==> config.mk <==
export PLATFORM = sky130hd
export DESIGN_NAME = pmwrd_top
export DESIGN_NICKNAME = d
export VERILOG_FILES = /design/src/shared/pmwrd_pkg.sv /design/src/rtl/pmwrd_top.sv
export SDC_FILE = /design/constraint.sdc
export NUM_CORES = 1
export LEC_CHECK = 0
export BUFFER_PORTS_ARGS = -buffer_cell sky130_fd_sc_hd__buf_4
export CORE_MARGIN = 2
export CORE_UTILIZATION = 60
export DETAILED_ROUTE_END_ITERATION = 7
export HOLD_SLACK_MARGIN = 0.05
export MAX_ROUTING_LAYER = met4
export PLACE_DENSITY = 0.78
export SETUP_SLACK_MARGIN = 0.3
export SLEW_MARGIN = 20
export SYNTH_ARGS = -nofsm -noshare
export SYNTH_HDL_FRONTEND = slang
export SYNTH_SLANG_ARGS = --single-unit
export TNS_END_PERCENT = 30
==> constraint.sdc <==
create_clock -name clk_i -period 7.72 [get_ports clk_i]
set_clock_uncertainty 0.1 [all_clocks]
set_input_delay 0.772 -clock clk_i [delete_from_list [all_inputs] [get_ports clk_i]]
set_output_delay 0.772 -clock clk_i [all_outputs]
set_load 0.005 [all_outputs]
==> src/shared/pmwrd_pkg.sv <==
// constants of the planar memory write/read datapath
// assumes one clock; host accesses arrive as single-cycle strobes
package pmwrd_pkg;
  // graphics register indices behind the data port
  localparam logic [3:0] IDX_FILL_VALUE   = 4'h0;
  localparam logic [3:0] IDX_FILL_ENABLE  = 4'h1;
  localparam logic [3:0] IDX_COMPARE      = 4'h2;
  localparam logic [3:0] IDX_ROTATE_OP    = 4'h3;
  localparam logic [3:0] IDX_READ_PLANE   = 4'h4;
  localparam logic [3:0] IDX_MODE_CTRL    = 4'h5;
  localparam logic [3:0] IDX_DONT_CARE    = 4'h7;
  localparam logic [3:0] IDX_BIT_MASK     = 4'h8;
  // field positions
  localparam int ROT_OP_LSB   = 3;
  localparam int MODE_RT_BIT  = 3;
  localparam int MODE_OE_BIT  = 4;
  localparam int MODE_SH_BIT  = 5;
  localparam int MODE_256_BIT = 6;
  // writable bits of the mode register (7 and 2 reserved)
  localparam logic [7:0] MODE_RW_MASK = 8'h7B;
  // write modes and logical functions
  localparam logic [1:0] WM0 = 2'h0;
  localparam logic [1:0] WM1 = 2'h1;
  localparam logic [1:0] WM2 = 2'h2;
  localparam logic [1:0] WM3 = 2'h3;
  localparam logic [1:0] LOP_PASS = 2'h0;
  localparam logic [1:0] LOP_AND  = 2'h1;
  localparam logic [1:0] LOP_OR   = 2'h2;
  localparam logic [1:0] LOP_XOR  = 2'h3;
  // reset values
  localparam logic [3:0] RST_NIB   = 4'h0;
  localparam logic [7:0] RST_BYTE  = 8'h00;
  localparam logic [7:0] RST_MASK  = 8'hFF;
  localparam logic [31:0] RST_WORD = 32'h0000_0000;
  // odd/even write enables
  localparam logic [3:0] WE_ALL  = 4'hF;
  localparam logic [3:0] WE_EVEN = 4'h5;
  localparam logic [3:0] WE_ODD  = 4'hA;
  // video word and fifo defaults
  localparam int VID_W      = 32;
  localparam int VID_DEPTH  = 16;
  localparam logic [2:0] LAST_NIB = 3'h7;
endpackage : pmwrd_pkg

==> src/rtl/pmwrd_top.sv <==
// planar memory write/read datapath with video load fifo
// assumes map read data valid in the cycle of a host read strobe
//
// Function
// - index port selects register for data port
// - mode 0 enabled maps filled, then masked
// - mode 0 disabled maps get rotated host byte
// - mode bits 1:0 choose write mode
// - compare read: one where all maps enabled by the don't-care register match
// - read type zero returns raw map data
// - function select: pass, and, or, xor
// - three-bit right rotate of host byte
// - map select picks direct read source
// - odd/even: select picks chained map pair
// - read type one returns compare result when chain mode is off
// - chain mode overrides direct read setting
// - four-bit pixel, top outputs from colour select
// - 256-colour bit selects byte-wide pixel loading
// - plain load maps to registers, msb first
// - shift bit: even/odd bits split
// - odd/even: address bit zero picks maps
// - bit mask keeps latched bits at zero
// - reads load latches; mode 1 writes latches
// - mode 2 fills map from host bit
// - mode 3 fill, rotated data masks
`timescale 1ns/10ps

////////////////////////////////////////////////////////////////////////
module pmwrd_fifo #(
  parameter int WIDTH = 32,
  parameter int DEPTH = 16
) (
  input  wire logic             clk_i,
  input  wire logic             sys_rst_i,
  input  wire logic             clk_en_i,
  input  wire logic             in_valid_i,
  input  wire logic [WIDTH-1:0] in_data_i,
  output logic                  in_ready_o,
  output logic                  out_valid_o,
  output logic      [WIDTH-1:0] out_data_o,
  input  wire logic             out_ready_i
);
  localparam int AW = $clog2(DEPTH);
  localparam int CW = $clog2(DEPTH + 1);
  localparam logic [CW-1:0] FULL_CNT = CW'(DEPTH);
  localparam logic [AW-1:0] LAST_PTR = AW'(DEPTH - 1);

  logic [WIDTH-1:0] mem_ff [DEPTH];
  logic [AW-1:0]    wp_ff;
  logic [AW-1:0]    nxt_wp;
  logic [AW-1:0]    rp_ff;
  logic [AW-1:0]    nxt_rp;
  logic [CW-1:0]    cnt_ff;
  logic [CW-1:0]    nxt_cnt;
  logic             push;
  logic             pop;
  logic             rdy_ff;
  logic             nxt_rdy;

  always_comb
  begin
    push    = clk_en_i && in_valid_i && (cnt_ff != FULL_CNT);
    pop     = clk_en_i && out_ready_i && (cnt_ff != '0);
    nxt_wp  = push ? ((wp_ff == LAST_PTR) ? '0 : wp_ff + AW'(1)) : wp_ff;
    nxt_rp  = pop ? ((rp_ff == LAST_PTR) ? '0 : rp_ff + AW'(1)) : rp_ff;
    nxt_cnt = cnt_ff + CW'(push) - CW'(pop);
    nxt_rdy = (nxt_cnt != FULL_CNT);
  end

  always_ff @(posedge clk_i or posedge sys_rst_i)
  begin
    if (sys_rst_i)
    begin
      wp_ff  <= '0;
      rp_ff  <= '0;
      cnt_ff <= '0;
      rdy_ff <= 1'b1;
    end
    else
    begin
      wp_ff  <= nxt_wp;
      rp_ff  <= nxt_rp;
      cnt_ff <= nxt_cnt;
      rdy_ff <= nxt_rdy;
    end
  end

  // storage holds no control state, so no reset
  always_ff @(posedge clk_i)
  begin
    if (push)
    begin
      mem_ff[wp_ff] <= in_data_i;
    end
  end

  assign in_ready_o  = rdy_ff;
  assign out_valid_o = (cnt_ff != '0);
  assign out_data_o  = mem_ff[rp_ff];
endmodule : pmwrd_fifo

////////////////////////////////////////////////////////////////////////
module pmwrd_top #(
  parameter int VW = pmwrd_pkg::VID_W,
  parameter int VD = pmwrd_pkg::VID_DEPTH
) (
  input  wire logic        clk_i,
  input  wire logic        sys_rst_i,
  input  wire logic        clk_en_i,
  input  wire logic        io_wr_i,
  input  wire logic        io_rd_i,
  input  wire logic        io_data_sel_i,
  input  wire logic [7:0]  io_wdata_i,
  output logic      [7:0]  io_rdata_o,
  input  wire logic        mem_wr_i,
  input  wire logic        mem_rd_i,
  input  wire logic [1:0]  mem_addr_i,
  input  wire logic [7:0]  host_data_i,
  input  wire logic [31:0] map_rdata_i,
  input  wire logic        seq_chain_i,
  output logic      [31:0] map_wdata_o,
  output logic      [3:0]  map_we_o,
  output logic             map_wvalid_o,
  output logic      [7:0]  mem_rdata_o,
  output logic             mem_rvalid_o,
  input  wire logic        vid_valid_i,
  input  wire logic [VW-1:0] vid_data_i,
  output logic             vid_ready_o,
  input  wire logic        dot_en_i,
  input  wire logic [1:0]  colour_sel_i,
  output logic      [3:0]  pixel_o,
  output logic             upper_video_out_a_o,
  output logic             upper_video_out_b_o
);
  logic [3:0]  fill_value_ff;
  logic [3:0]  nxt_fill_value;
  logic [3:0]  fill_enable_ff;
  logic [3:0]  nxt_fill_enable;
  logic [3:0]  compare_value_ff;
  logic [3:0]  nxt_compare_value;
  logic [4:0]  rotate_op_ff;
  logic [4:0]  nxt_rotate_op;
  logic [1:0]  read_plane_ff;
  logic [1:0]  nxt_read_plane;
  logic [7:0]  mode_ctrl_ff;
  logic [7:0]  nxt_mode_ctrl;
  logic [3:0]  dont_care_ff;
  logic [3:0]  nxt_dont_care;
  logic [7:0]  bit_mask_ff;
  logic [7:0]  nxt_bit_mask;
  logic [3:0]  reg_ptr_ff;
  logic [3:0]  nxt_reg_ptr;
  logic [31:0] latch_ff;
  logic [31:0] nxt_latch;
  logic [7:0]  io_rdata_ff;
  logic [7:0]  nxt_io_rdata;
  logic [31:0] wdata_ff;
  logic [31:0] nxt_wdata;
  logic [3:0]  we_ff;
  logic [3:0]  nxt_we;
  logic        wvalid_ff;
  logic        nxt_wvalid;
  logic [7:0]  rdata_ff;
  logic [7:0]  nxt_rdata;
  logic        rvalid_ff;
  logic        nxt_rvalid;
  logic [7:0]  rot_byte;
  logic [7:0]  cmp_byte;
  logic [1:0]  rd_map;
  logic [1:0]  wmode;

  function automatic logic [7:0] ror8(input logic [7:0] x, input logic [2:0] n);
    logic [15:0] t;
    t = {x, x} >> n;
    return t[7:0];
  endfunction : ror8

  //////////////////////////////////////////////////////////////////////
  // register port and host datapath
  always_comb
  begin
    nxt_fill_value    = fill_value_ff;
    nxt_fill_enable   = fill_enable_ff;
    nxt_compare_value = compare_value_ff;
    nxt_rotate_op     = rotate_op_ff;
    nxt_read_plane    = read_plane_ff;
    nxt_mode_ctrl     = mode_ctrl_ff;
    nxt_dont_care     = dont_care_ff;
    nxt_bit_mask      = bit_mask_ff;
    nxt_reg_ptr       = reg_ptr_ff;
    nxt_latch         = latch_ff;
    nxt_io_rdata      = io_rdata_ff;
    nxt_wdata         = wdata_ff;
    nxt_we            = we_ff;
    nxt_rdata         = rdata_ff;
    nxt_wvalid        = 1'b0;
    nxt_rvalid        = 1'b0;
    wmode    = mode_ctrl_ff[1:0];
    rot_byte = ror8(host_data_i, rotate_op_ff[2:0]);
    cmp_byte = 8'hFF;
    for (int i = 0; i < 4; i++)
    begin
      cmp_byte = cmp_byte & ~((map_rdata_i[8*i +: 8] ^ {8{compare_value_ff[i]}})
                 & {8{dont_care_ff[i]}});
    end
    rd_map = read_plane_ff;
    if (seq_chain_i)
    begin
      rd_map = mem_addr_i;
    end
    else if (mode_ctrl_ff[pmwrd_pkg::MODE_OE_BIT])
    begin
      rd_map = {read_plane_ff[1], mem_addr_i[0]};
    end
    if (io_wr_i && !io_data_sel_i)
    begin
      nxt_reg_ptr = io_wdata_i[3:0];
    end
    if (io_wr_i && io_data_sel_i)
    begin
      case (reg_ptr_ff)
        pmwrd_pkg::IDX_FILL_VALUE:  nxt_fill_value    = io_wdata_i[3:0];
        pmwrd_pkg::IDX_FILL_ENABLE: nxt_fill_enable   = io_wdata_i[3:0];
        pmwrd_pkg::IDX_COMPARE:     nxt_compare_value = io_wdata_i[3:0];
        pmwrd_pkg::IDX_ROTATE_OP:   nxt_rotate_op     = io_wdata_i[4:0];
        pmwrd_pkg::IDX_READ_PLANE:  nxt_read_plane    = io_wdata_i[1:0];
        pmwrd_pkg::IDX_MODE_CTRL:   nxt_mode_ctrl     = io_wdata_i & pmwrd_pkg::MODE_RW_MASK;
        pmwrd_pkg::IDX_DONT_CARE:   nxt_dont_care     = io_wdata_i[3:0];
        pmwrd_pkg::IDX_BIT_MASK:    nxt_bit_mask      = io_wdata_i;
        default:                    nxt_reg_ptr       = reg_ptr_ff;
      endcase
    end
    if (io_rd_i)
    begin
      case (io_data_sel_i ? reg_ptr_ff : 4'hF)
        pmwrd_pkg::IDX_FILL_VALUE:  nxt_io_rdata = {4'h0, fill_value_ff};
        pmwrd_pkg::IDX_FILL_ENABLE: nxt_io_rdata = {4'h0, fill_enable_ff};
        pmwrd_pkg::IDX_COMPARE:     nxt_io_rdata = {4'h0, compare_value_ff};
        pmwrd_pkg::IDX_ROTATE_OP:   nxt_io_rdata = {3'h0, rotate_op_ff};
        pmwrd_pkg::IDX_READ_PLANE:  nxt_io_rdata = {6'h00, read_plane_ff};
        pmwrd_pkg::IDX_MODE_CTRL:   nxt_io_rdata = mode_ctrl_ff;
        pmwrd_pkg::IDX_DONT_CARE:   nxt_io_rdata = {4'h0, dont_care_ff};
        pmwrd_pkg::IDX_BIT_MASK:    nxt_io_rdata = bit_mask_ff;
        default:                    nxt_io_rdata = io_data_sel_i ? 8'h00 : {4'h0, reg_ptr_ff};
      endcase
    end
    if (mem_rd_i)
    begin
      nxt_latch  = map_rdata_i;
      nxt_rvalid = 1'b1;
      // compare result when read type set and chain off
      if (!seq_chain_i && mode_ctrl_ff[pmwrd_pkg::MODE_RT_BIT])
      begin
        nxt_rdata = cmp_byte;
      end
      else
      begin
        nxt_rdata = map_rdata_i[8*rd_map +: 8];
      end
    end
    if (mem_wr_i)
    begin
      nxt_wvalid = 1'b1;
      for (int i = 0; i < 4; i++)
      begin
        logic [7:0] src;
        logic [7:0] msk;
        logic [7:0] alu;
        logic [7:0] lat;
        alu = 8'h00;
        lat = latch_ff[8*i +: 8];
        src = rot_byte;
        msk = bit_mask_ff;
        case (wmode)
          pmwrd_pkg::WM0: src = fill_enable_ff[i] ? {8{fill_value_ff[i]}} : rot_byte;
          pmwrd_pkg::WM2: src = {8{host_data_i[i]}};
          pmwrd_pkg::WM3:
          begin
            src = {8{fill_value_ff[i]}};
            msk = rot_byte & bit_mask_ff;
          end
          default: src = rot_byte;
        endcase
        case (rotate_op_ff[4:pmwrd_pkg::ROT_OP_LSB])
          pmwrd_pkg::LOP_AND: alu = src & lat;
          pmwrd_pkg::LOP_OR:  alu = src | lat;
          pmwrd_pkg::LOP_XOR: alu = src ^ lat;
          default:            alu = src;
        endcase
        nxt_wdata[8*i +: 8] = (wmode == pmwrd_pkg::WM1) ? lat : ((alu & msk) | (lat & ~msk));
      end
      nxt_we = pmwrd_pkg::WE_ALL;
      if (mode_ctrl_ff[pmwrd_pkg::MODE_OE_BIT])
      begin
        nxt_we = mem_addr_i[0] ? pmwrd_pkg::WE_ODD : pmwrd_pkg::WE_EVEN;
      end
    end
  end

  always_ff @(posedge clk_i or posedge sys_rst_i)
  begin
    if (sys_rst_i)
    begin
      fill_value_ff    <= pmwrd_pkg::RST_NIB;
      fill_enable_ff   <= pmwrd_pkg::RST_NIB;
      compare_value_ff <= pmwrd_pkg::RST_NIB;
      rotate_op_ff     <= '0;
      read_plane_ff    <= '0;
      mode_ctrl_ff     <= pmwrd_pkg::RST_BYTE;
      dont_care_ff     <= pmwrd_pkg::RST_NIB;
      bit_mask_ff      <= pmwrd_pkg::RST_MASK;
      reg_ptr_ff       <= pmwrd_pkg::RST_NIB;
      latch_ff         <= pmwrd_pkg::RST_WORD;
      io_rdata_ff      <= pmwrd_pkg::RST_BYTE;
      wdata_ff         <= pmwrd_pkg::RST_WORD;
      we_ff            <= pmwrd_pkg::RST_NIB;
      wvalid_ff        <= 1'b0;
      rdata_ff         <= pmwrd_pkg::RST_BYTE;
      rvalid_ff        <= 1'b0;
    end
    else if (clk_en_i)
    begin
      fill_value_ff    <= nxt_fill_value;
      fill_enable_ff   <= nxt_fill_enable;
      compare_value_ff <= nxt_compare_value;
      rotate_op_ff     <= nxt_rotate_op;
      read_plane_ff    <= nxt_read_plane;
      mode_ctrl_ff     <= nxt_mode_ctrl;
      dont_care_ff     <= nxt_dont_care;
      bit_mask_ff      <= nxt_bit_mask;
      reg_ptr_ff       <= nxt_reg_ptr;
      latch_ff         <= nxt_latch;
      io_rdata_ff      <= nxt_io_rdata;
      wdata_ff         <= nxt_wdata;
      we_ff            <= nxt_we;
      wvalid_ff        <= nxt_wvalid;
      rdata_ff         <= nxt_rdata;
      rvalid_ff        <= nxt_rvalid;
    end
  end

  assign io_rdata_o   = io_rdata_ff;
  assign map_wdata_o  = wdata_ff;
  assign map_we_o     = we_ff;
  assign map_wvalid_o = wvalid_ff;
  assign mem_rdata_o  = rdata_ff;
  assign mem_rvalid_o = rvalid_ff;

  //////////////////////////////////////////////////////////////////////
  // video load path
  logic          fifo_valid;
  logic [VW-1:0] fifo_data;
  logic          fifo_pop;
  logic [31:0]   vsh_ff;
  logic [31:0]   nxt_vsh;
  logic [2:0]    vcnt_ff;
  logic [2:0]    nxt_vcnt;
  logic          vhave_ff;
  logic          nxt_vhave;
  logic [3:0]    pix_ff;
  logic [3:0]    nxt_pix;
  logic [1:0]    upper_ff;
  logic [1:0]    nxt_upper;

  // nibble k leaves on dot k, most significant first
  function automatic logic [31:0] vid_arrange(input logic [31:0] m, input logic sh, input logic c256);
    logic [31:0] w;
    logic [7:0]  c;
    logic [7:0]  d;
    logic [7:0]  b;
    int          j;
    w = '0;
    for (int k = 0; k < 8; k++)
    begin
      j = k % 4;
      c = (k < 4) ? m[7:0] : m[15:8];
      d = (k < 4) ? m[23:16] : m[31:24];
      b = m[8*(k/2) +: 8];
      if (c256)
        w[31-4*k -: 4] = (k % 2 == 0) ? b[7:4] : b[3:0];
      else if (sh)
        w[31-4*k -: 4] = {d[7-2*j], d[6-2*j], c[7-2*j], c[6-2*j]};
      else
        w[31-4*k -: 4] = {m[31-k], m[23-k], m[15-k], m[7-k]};
    end
    return w;
  endfunction : vid_arrange

  pmwrd_fifo #(
    .WIDTH (VW),
    .DEPTH (VD)
  ) u_vfifo (
    .clk_i       (clk_i),
    .sys_rst_i   (sys_rst_i),
    .clk_en_i    (clk_en_i),
    .in_valid_i  (vid_valid_i),
    .in_data_i   (vid_data_i),
    .in_ready_o  (vid_ready_o),
    .out_valid_o (fifo_valid),
    .out_data_o  (fifo_data),
    .out_ready_i (fifo_pop)
  );

  always_comb
  begin
    nxt_vsh   = vsh_ff;
    nxt_vcnt  = vcnt_ff;
    nxt_vhave = vhave_ff;
    nxt_pix   = pix_ff;
    nxt_upper = upper_ff;
    fifo_pop  = 1'b0;
    if (dot_en_i)
    begin
      nxt_pix   = vhave_ff ? vsh_ff[31:28] : 4'h0;
      nxt_upper = colour_sel_i;
      nxt_vsh   = {vsh_ff[27:0], 4'h0};
      nxt_vcnt  = vcnt_ff + 3'h1;
      if (vcnt_ff == pmwrd_pkg::LAST_NIB)
      begin
        nxt_vhave = 1'b0;
      end
      if ((!vhave_ff || vcnt_ff == pmwrd_pkg::LAST_NIB) && fifo_valid)
      begin
        fifo_pop  = 1'b1;
        nxt_vsh   = vid_arrange(fifo_data[31:0], mode_ctrl_ff[pmwrd_pkg::MODE_SH_BIT],
                                mode_ctrl_ff[pmwrd_pkg::MODE_256_BIT]);
        nxt_vcnt  = '0;
        nxt_vhave = 1'b1;
      end
    end
  end

  always_ff @(posedge clk_i or posedge sys_rst_i)
  begin
    if (sys_rst_i)
    begin
      vsh_ff   <= pmwrd_pkg::RST_WORD;
      vcnt_ff  <= '0;
      vhave_ff <= 1'b0;
      pix_ff   <= pmwrd_pkg::RST_NIB;
      upper_ff <= '0;
    end
    else if (clk_en_i)
    begin
      vsh_ff   <= nxt_vsh;
      vcnt_ff  <= nxt_vcnt;
      vhave_ff <= nxt_vhave;
      pix_ff   <= nxt_pix;
      upper_ff <= nxt_upper;
    end
  end

  assign pixel_o             = pix_ff;
  assign upper_video_out_a_o = upper_ff[0];
  assign upper_video_out_b_o = upper_ff[1];
endmodule : pmwrd_top

==> impl_metrics.json, run 1 <==
{
  "die_y_um": 235,
  "wl_met1_um": 32800,
  "yosys.area.top_type_share_pct": 47.9,
  "wl_met2_um": 43600,
  "cts_tree": "built",
  "die_width_um": 235,
  "period_share_pct": 47.9,
  "core_region_area_um2": 52800,
  "wl_met3_um": 6940,
  "critical_path_class": "flop to flop",
  "start_kind": "flop",
  "port_buffers": 155,
  "cts-resized-gates": 0,
  "synthCells": 2165,
  "yosys.area.top_type": "edfxtp_1",
  "area_delta_synth_final_pct": 13.1,
  "drt_iter0_markers": 2272,
  "num_rows": 84,
  "io_pins": 156,
  "yosys_warnings": 0,
  "pre_cts_ws_ns": 3.58,
  "hold_viol": 0,
  "numCtsBuffers": 72,
  "fmax_ghz": 0.271,
  "path_max_fanout": 44,
  "antenna_found_initial": 3,
  "h-tree-depth": 3,
  "synth_edf_count": 512,
  "setup_viol": 0,
  "synthArstFlopShare_pct": 26.1,
  "track_usage_pct": 32.7,
  "worstSkewPairLatency_ns": 0.63,
  "layout_setup_ws_ns": 4.02,
  "min_path_type": "primary input to async pin",
  "hpwl_um": 51700,
  "min_period_ns": 3.70,
  "fin_area_um2": 36300,
  "p_leak_nw": 13.2,
  "dr.pass1.iters": 6,
  "grt_pass1_vias": 20900,
  "final_nets": 2459,
  "ys_seq_area_share_pct": 62.1,
  "maxCapViolations": 0,
  "cp.required_ns": 8.12,
  "max-slew-margin-rel_pct": 31.7,
  "arrival_ns": 4.09,
  "wl_per_cell_um": 28.6,
  "drive_above_1_share_pct": 24.9,
  "synth_area_leaders": "edfxtp_1 48%, dfrtp_1 13%, mux4_2 10%, ha_1 3.0%, mux2_2 3.0%",
  "ant_nets": 0,
  "ir_worst_vdd_v": 0.000359,
  "slew_viol_final": 0,
  "cts.sinks": 693,
  "start_util_pct": 60.8,
  "setup.worst_path.end_class": "flop",
  "setup_tns_ns": 0,
  "synth_ff_type": "edfxtp_1",
  "wl_um": 86600,
  "grt-ovfl-total": 0,
  "synth_cell_type_count": 78,
  "holdWs_ns": 0.195,
  "vias": 20400,
  "clkTransAtPathRegs_ns": 0.06,
  "syn_nets": 2338,
  "status": "finished clean",
  "globalplace.congestion": 0.934,
  "synthesis.area_um2": 32100,
  "viasPerCell": 6.74,
  "rsz0062_at_grt": "no",
  "dpl_cell_area_um2": 33900,
  "grt_pass1_wl_um": 132000,
  "p_per_area_nw_per_um2": 347,
  "layout_common_cells": "512 x edfxtp_1, 192 x buf_4, 168 x dfrtp_1, 152 x nand2_1, 146 x mux4_2",
  "tightest_slew_ns": 1.02,
  "ctsHoldBuffers": 0,
  "post_cts_buffers": 0,
  "die_area_um2": 55300,
  "cts-root-buf": "clkbuf_16",
  "synth.avg_cell_area_um2": 14.8,
  "synth-seq-cells": 693,
  "final_common_cell": "edfxtp_1",
  "drc": 0,
  "clock_path_buffers": 3,
  "top_layer_used": "met4",
  "grt_max_degree": 126
}
## worst paths after layout
path	cells after the start	to	start	slack, ns
max	6	vsh_ff[25]	u_vfifo.rp_ff[0]	4.02
min	2	mem_rdata_o[5]	sys_rst_i	0.19
max reg2reg	6	vsh_ff[25]	u_vfifo.rp_ff[0]	4.02
min reg2reg	2	mem_rdata_o[5]	mem_rdata_o[5]	0.39
max in group asynchronous	3	rotate_op_ff[3]	sys_rst_i	5.81
min in group clk_i	2	map_we_o[2]	mem_addr_i[0]	0.27
## power by group
group,internal [mW],switching (mW)
Sequential,4.42,0.514
Combinational,1.78,2.31
Clock,2.07,1.49
## layout make-up
| cell class | count | area [um^2] |
|---|---|---|
| antenna | 3 | 7.51 |
| clock buffer | 90 | 1930 |
| clock inverter | 37 | 487 |
| fill | 3456 | 16500 |
| inverter | 68 | 263 |
| multi-input combinational | 1257 | 11300 |
| sequential | 693 | 19900 |
| tap | 688 | 861 |
| timing repair buffer | 194 | 1480 |
## critical path: stages (launching register included)
cell	delay, ns
dfrtp_4	1.00
buf_4	0.72
mux4_2	0.60
mux2i_1	0.23
mux2i_1	0.34
a221oi_1	0.39
a21oi_1	0.11
## synthesized netlist by cell type, drive strengths merged (5+ instances only)
| cell | n |
|---|---|
| clkbuf | 93 |
| o22ai | 18 |
| ha | 77 |
| and3 | 15 |
| a31o | 9 |
| o211ai | 33 |
| dfstp | 9 |
| o21a | 6 |
| a221o | 7 |
| nor3b | 5 |
| a211oi | 28 |
| edfxtp | 512 |
| mux4 | 146 |
| a22o | 9 |
| o21ai | 111 |
| a21o | 9 |
| a211o | 16 |
| o221ai | 6 |
| nand2b | 13 |
| or2 | 12 |
| mux2i | 53 |
| or3 | 23 |
| nand2 | 154 |
| a2111o | 7 |
| mux2 | 85 |
| a22oi | 41 |
| nand3b | 5 |
| a221oi | 11 |
| xor2 | 34 |
| and2 | 9 |
| nor2 | 81 |
| nand3 | 19 |
| a21oi | 38 |
| nor3 | 16 |
| o211a | 18 |
| inv | 68 |
| a31oi | 52 |
| dfrtp | 172 |
| nor2b | 45 |
| buf | 54 |
## flip-flops by register name (all words and copies together), names as in the netlist, 3 cells and up
register,flops
rotate_op_ff,5
compare_value_ff,4
bit_mask_ff,8
mem_rdata_o,8
reg_ptr_ff,4
u_vfifo.rp_ff,4
u_vfifo.wp_ff,4
latch_ff,32
mode_ctrl_ff,6
fill_enable_ff,4
dont_care_ff,4
vcnt_ff,3
u_vfifo.cnt_ff,5
pixel_o,4
map_wdata_o,32
u_vfifo.mem_ff,512
vsh_ff,32
io_rdata_o,8
fill_value_ff,4
## metrics by stage
| stage | power (mW) | cells | util, % |
|---|---|---|---|
| floorplan | 7.73 | 2165 | - |
| global placement | 8.88 | 2900 | 64.2 |
| detailed placement | 9.01 | 2900 | 64.2 |
| CTS | 12.6 | 3027 | 68.8 |
| global route | 13.1 | 3030 | 68.8 |
| finish | 12.6 | 3030 | 68.8 |
## cell families (layout without fill, tap and decap cells)
| logic type | count (synthesis) | after routing | synth area share (%) |
|---|---|---|---|
| xor gates and xnor gates | 38 | 38 | 1.04 |
| DFF | 693 | 693 | 62.1 |
| muxes | 284 | 284 | 14.9 |
| buffers and inverters | 215 | 389 | 2.98 |
| AOI/OAI and AO/OA | 446 | 446 | 9.73 |
| other | 0 | 3 | 0 |
| and+or+nand+nor | 411 | 411 | 6.21 |
| adders and majority gates | 78 | 78 | 3.07 |
## metal layers
layer | track usage (%) | up-vias
li1 | - | 8673
met1 | 41.3 | 10400
met2 | 52.7 | 1145
met3 | 6.20 | 228
met4 | 13.3 | 0
met5 | - | -
(Power assumes the default switching activity.)
==> inputs of run 2 (changes only) <==
--- a/config.mk
+++ b/config.mk
@@ -5,6 +5,7 @@
 export SDC_FILE = /design/constraint.sdc
 export NUM_CORES = 1
 export LEC_CHECK = 0
+export ABC_AREA = 1
 export BUFFER_PORTS_ARGS = -buffer_cell sky130_fd_sc_hd__buf_4
 export CORE_MARGIN = 2
 export CORE_UTILIZATION = 60
==> constraint.sdc (replaced) <==
create_clock -name clk_i -period 3.6 [get_ports clk_i]
set_clock_uncertainty 0.1 [all_clocks]
set_input_delay 0.36 -clock clk_i [delete_from_list [all_inputs] [get_ports clk_i]]
set_output_delay 0.36 -clock clk_i [all_outputs]
set_load 0.005 [all_outputs]
==> impl_metrics.json, run 2 <==
{
  "wl_per_cell_um": 22.3,
  "p_leak_nw": 15.2,
  "core_region_area_um2": 52700,
  "grt_pass1_vias": 25300,
  "yosysMostFrequentCell": "nand2_1",
  "numCtsBuffers": 72,
  "synthesis.area_um2": 32000,
  "synthArstFlopShare_pct": 26.1,
  "wl_um": 94400,
  "drt_iter0_markers": 3054,
  "cts.sinks": 693,
  "arrival_ns": 3.45,
  "multi_input_area_um2": 10800,
  "worstSkewPairLatency_ns": 0.63,
  "syn_nets": 3462,
  "seq_area_um2": 19900,
  "yosys.area.top_type_share_pct": 48.0,
  "setup_viol": 0,
  "rsz0062_at_grt": "no",
  "drc": 0,
  "clkTransAtPathRegs_ns": 0.06,
  "globalplace.congestion": 0.947,
  "fin_area_um2": 37200,
  "max-slew-margin-rel_pct": 31.8,
  "start_kind": "flop",
  "hold_viol": 0,
  "die_area_um2": 55200,
  "io_pins": 156,
  "num_rows": 84,
  "final_common_cell": "nand2_1",
  "post_cts_buffers": 0,
  "synth.avg_cell_area_um2": 9.74,
  "viasPerCell": 6.09,
  "dr.pass1.iters": 6,
  "area_delta_synth_final_pct": 16.2,
  "synthCells": 3289,
  "slew_viol_final": 0,
  "synth_commonest_cells": "897 x nand2_1, 512 x edfxtp_1, 329 x o21ai_0",
  "layout_setup_ws_ns": 0.600,
  "ant_nets": 0,
  "critical_path_class": "flop to flop",
  "min_period_ns": 3.00,
  "maxCapViolations": 0,
  "pre_cts_ws_ns": 0.253,
  "antenna_found_initial": 2,
  "cp.required_ns": 4.05,
  "clock_path_buffers": 3,
  "yosys_warnings": 0,
  "synth_cell_type_count": 37,
  "die_y_um": 235,
  "tightest_slew_ns": 1.02,
  "drive_above_1_share_pct": 10.4,
  "port_buffers": 155,
  "dpl_cell_area_um2": 34000,
  "grt-ovfl-total": 0,
  "cts_tree": "built",
  "synth_ff_type": "edfxtp_1",
  "start_util_pct": 60.8,
  "die_width_um": 235,
  "grt_max_degree": 134,
  "p_per_area_nw_per_um2": 768,
  "layout_common_cells": "897 x nand2_1, 512 x edfxtp_1, 327 x o21ai_0, 283 x nor2_1, 282 x a21oi_1",
  "largest_reg_flops": 512,
  "synth_edf_count": 512,
  "setup_tns_ns": 0,
  "top_register": "u_vfifo.mem_ff",
  "grt_pass1_wl_um": 146000,
  "num-fill-cells": 3776,
  "status": "finished clean",
  "final_nets": 3658,
  "yosys.area.top_type": "edfxtp_1",
  "ir_worst_vdd_v": 0.000557,
  "track_usage_pct": 35.2,
  "synth-seq-cells": 693,
  "setup.worst_path.end_class": "flop",
  "vias": 25800,
  "hpwl_um": 57600,
  "synth_area_leaders": "edfxtp_1 48%, dfrtp_1 13%, nand2_1 11%, o21ai_0 5.1%, a21oi_1 4.4%",
  "min_path_type": "primary input to flop",
  "ys_seq_area_share_pct": 62.2,
  "period_share_pct": 83.3,
  "cts-root-buf": "clkbuf_16",
  "fmax_ghz": 0.333,
  "h-tree-depth": 3,
  "path_max_fanout": 12
}
[run 2: cell count changes after synthesis, sizes merged, moves of 39 or more]
cell   change
mux2i     -53
nand2    +745
inv      +108
nor2b     -45
mux2      -84
a31oi     -46
a22oi     -39
o21ai    +283
nand3    +108
nor2     +223
a21oi    +244
mux4     -146
[run 2: worst paths after layout]
kind	from	slack [ns]	to	cells after the start
worst max-delay path	vcnt_ff[0]	0.60	u_vfifo.in_ready_o	13
worst min-delay path	clk_en_i	0.09	map_wvalid_o	3
worst max register to register	vcnt_ff[0]	0.60	u_vfifo.in_ready_o	13
worst min register to register	vsh_ff[9]	0.38	vsh_ff[9]	2
max in group asynchronous	sys_rst_i	2.24	map_wdata_o[12]	4
min in group asynchronous	sys_rst_i	0.30	mode_ctrl_ff[6]	4
[run 2: power breakdown]
part	internal, mW	switching (mW)	total (mW)
registers	9.47	0.799	10.3
clock network	4.36	3.18	7.54
logic	3.18	7.58	10.8
total	17.0	11.6	28.6
[run 2: final cells by class]
| cell class | instances | area share [%] |
|---|---|---|
| diodes | 2 | 0.0135 |
| clock buffers | 94 | 5.23 |
| clock inverters | 35 | 1.17 |
| inverters | 183 | 1.87 |
| multi-input cells | 2235 | 28.9 |
| flip-flops and latches | 693 | 53.5 |
| well taps | 688 | 2.31 |
| repair buffers | 300 | 6.93 |
[run 2: kinds of logic after synthesis]
group,count (synthesis),share of synthesized area [%]
xor+xnor,8,0.219
flops,693,62.2
compound gates,805,13.5
buf+inv,361,4.65
fa+ha+maj,78,3.07
simple gates,1343,16.4
mux,1,0.0352
[run 2: repair_timing]
action / in CTS / in global routing
hold buffers: 77 / 0
gates resized for setup: 1 / 1
endpoints found under the setup margin: 2 / 1
pin swaps: 0 / 0
endpoints found under the hold margin: 677 / 0
[run 2: metal layers]
layer | track usage [%] | part of all wire (%) | up-vias | wire, um
li1 | - | - | 11700 | -
met1 | 44.2 | 38 | 12300 | 35700
met2 | 55.2 | 48 | 1405 | 45400
met3 | 6.52 | 8.9 | 312 | 8370
met4 | 17.6 | 5.2 | 0 | 4930
met5 | - | 0 | - | 0
[run 2: metrics by stage]
stage | total power [mW] | hold WS, ns | cells | util, %
2_1_floorplan | 17.0 | 0.344 | 3289 | -
3_3_place_gp | 20.4 | 0.362 | 4021 | 64.6
3_5_place_dp | 20.8 | 0.360 | 4021 | 64.6
4_1_cts | 28.4 | 0.0828 | 4227 | 70.6
5_1_grt | 30.1 | 0.117 | 4230 | 70.7
6_report | 28.6 | 0.0913 | 4230 | 70.7
[run 2: critical path, stage by stage, from the launching register on]
cell     delay (ns)
dfrtp_1        0.39
ha_1           0.20
ha_1           0.19
o21ai_0        0.36
nor2_4         0.16
ha_1           0.32
inv_1          0.05
ha_1           0.15
inv_1          0.06
fa_1           0.42
o21ai_0        0.18
a21oi_1        0.10
xor2_1         0.17
nand2_1        0.07
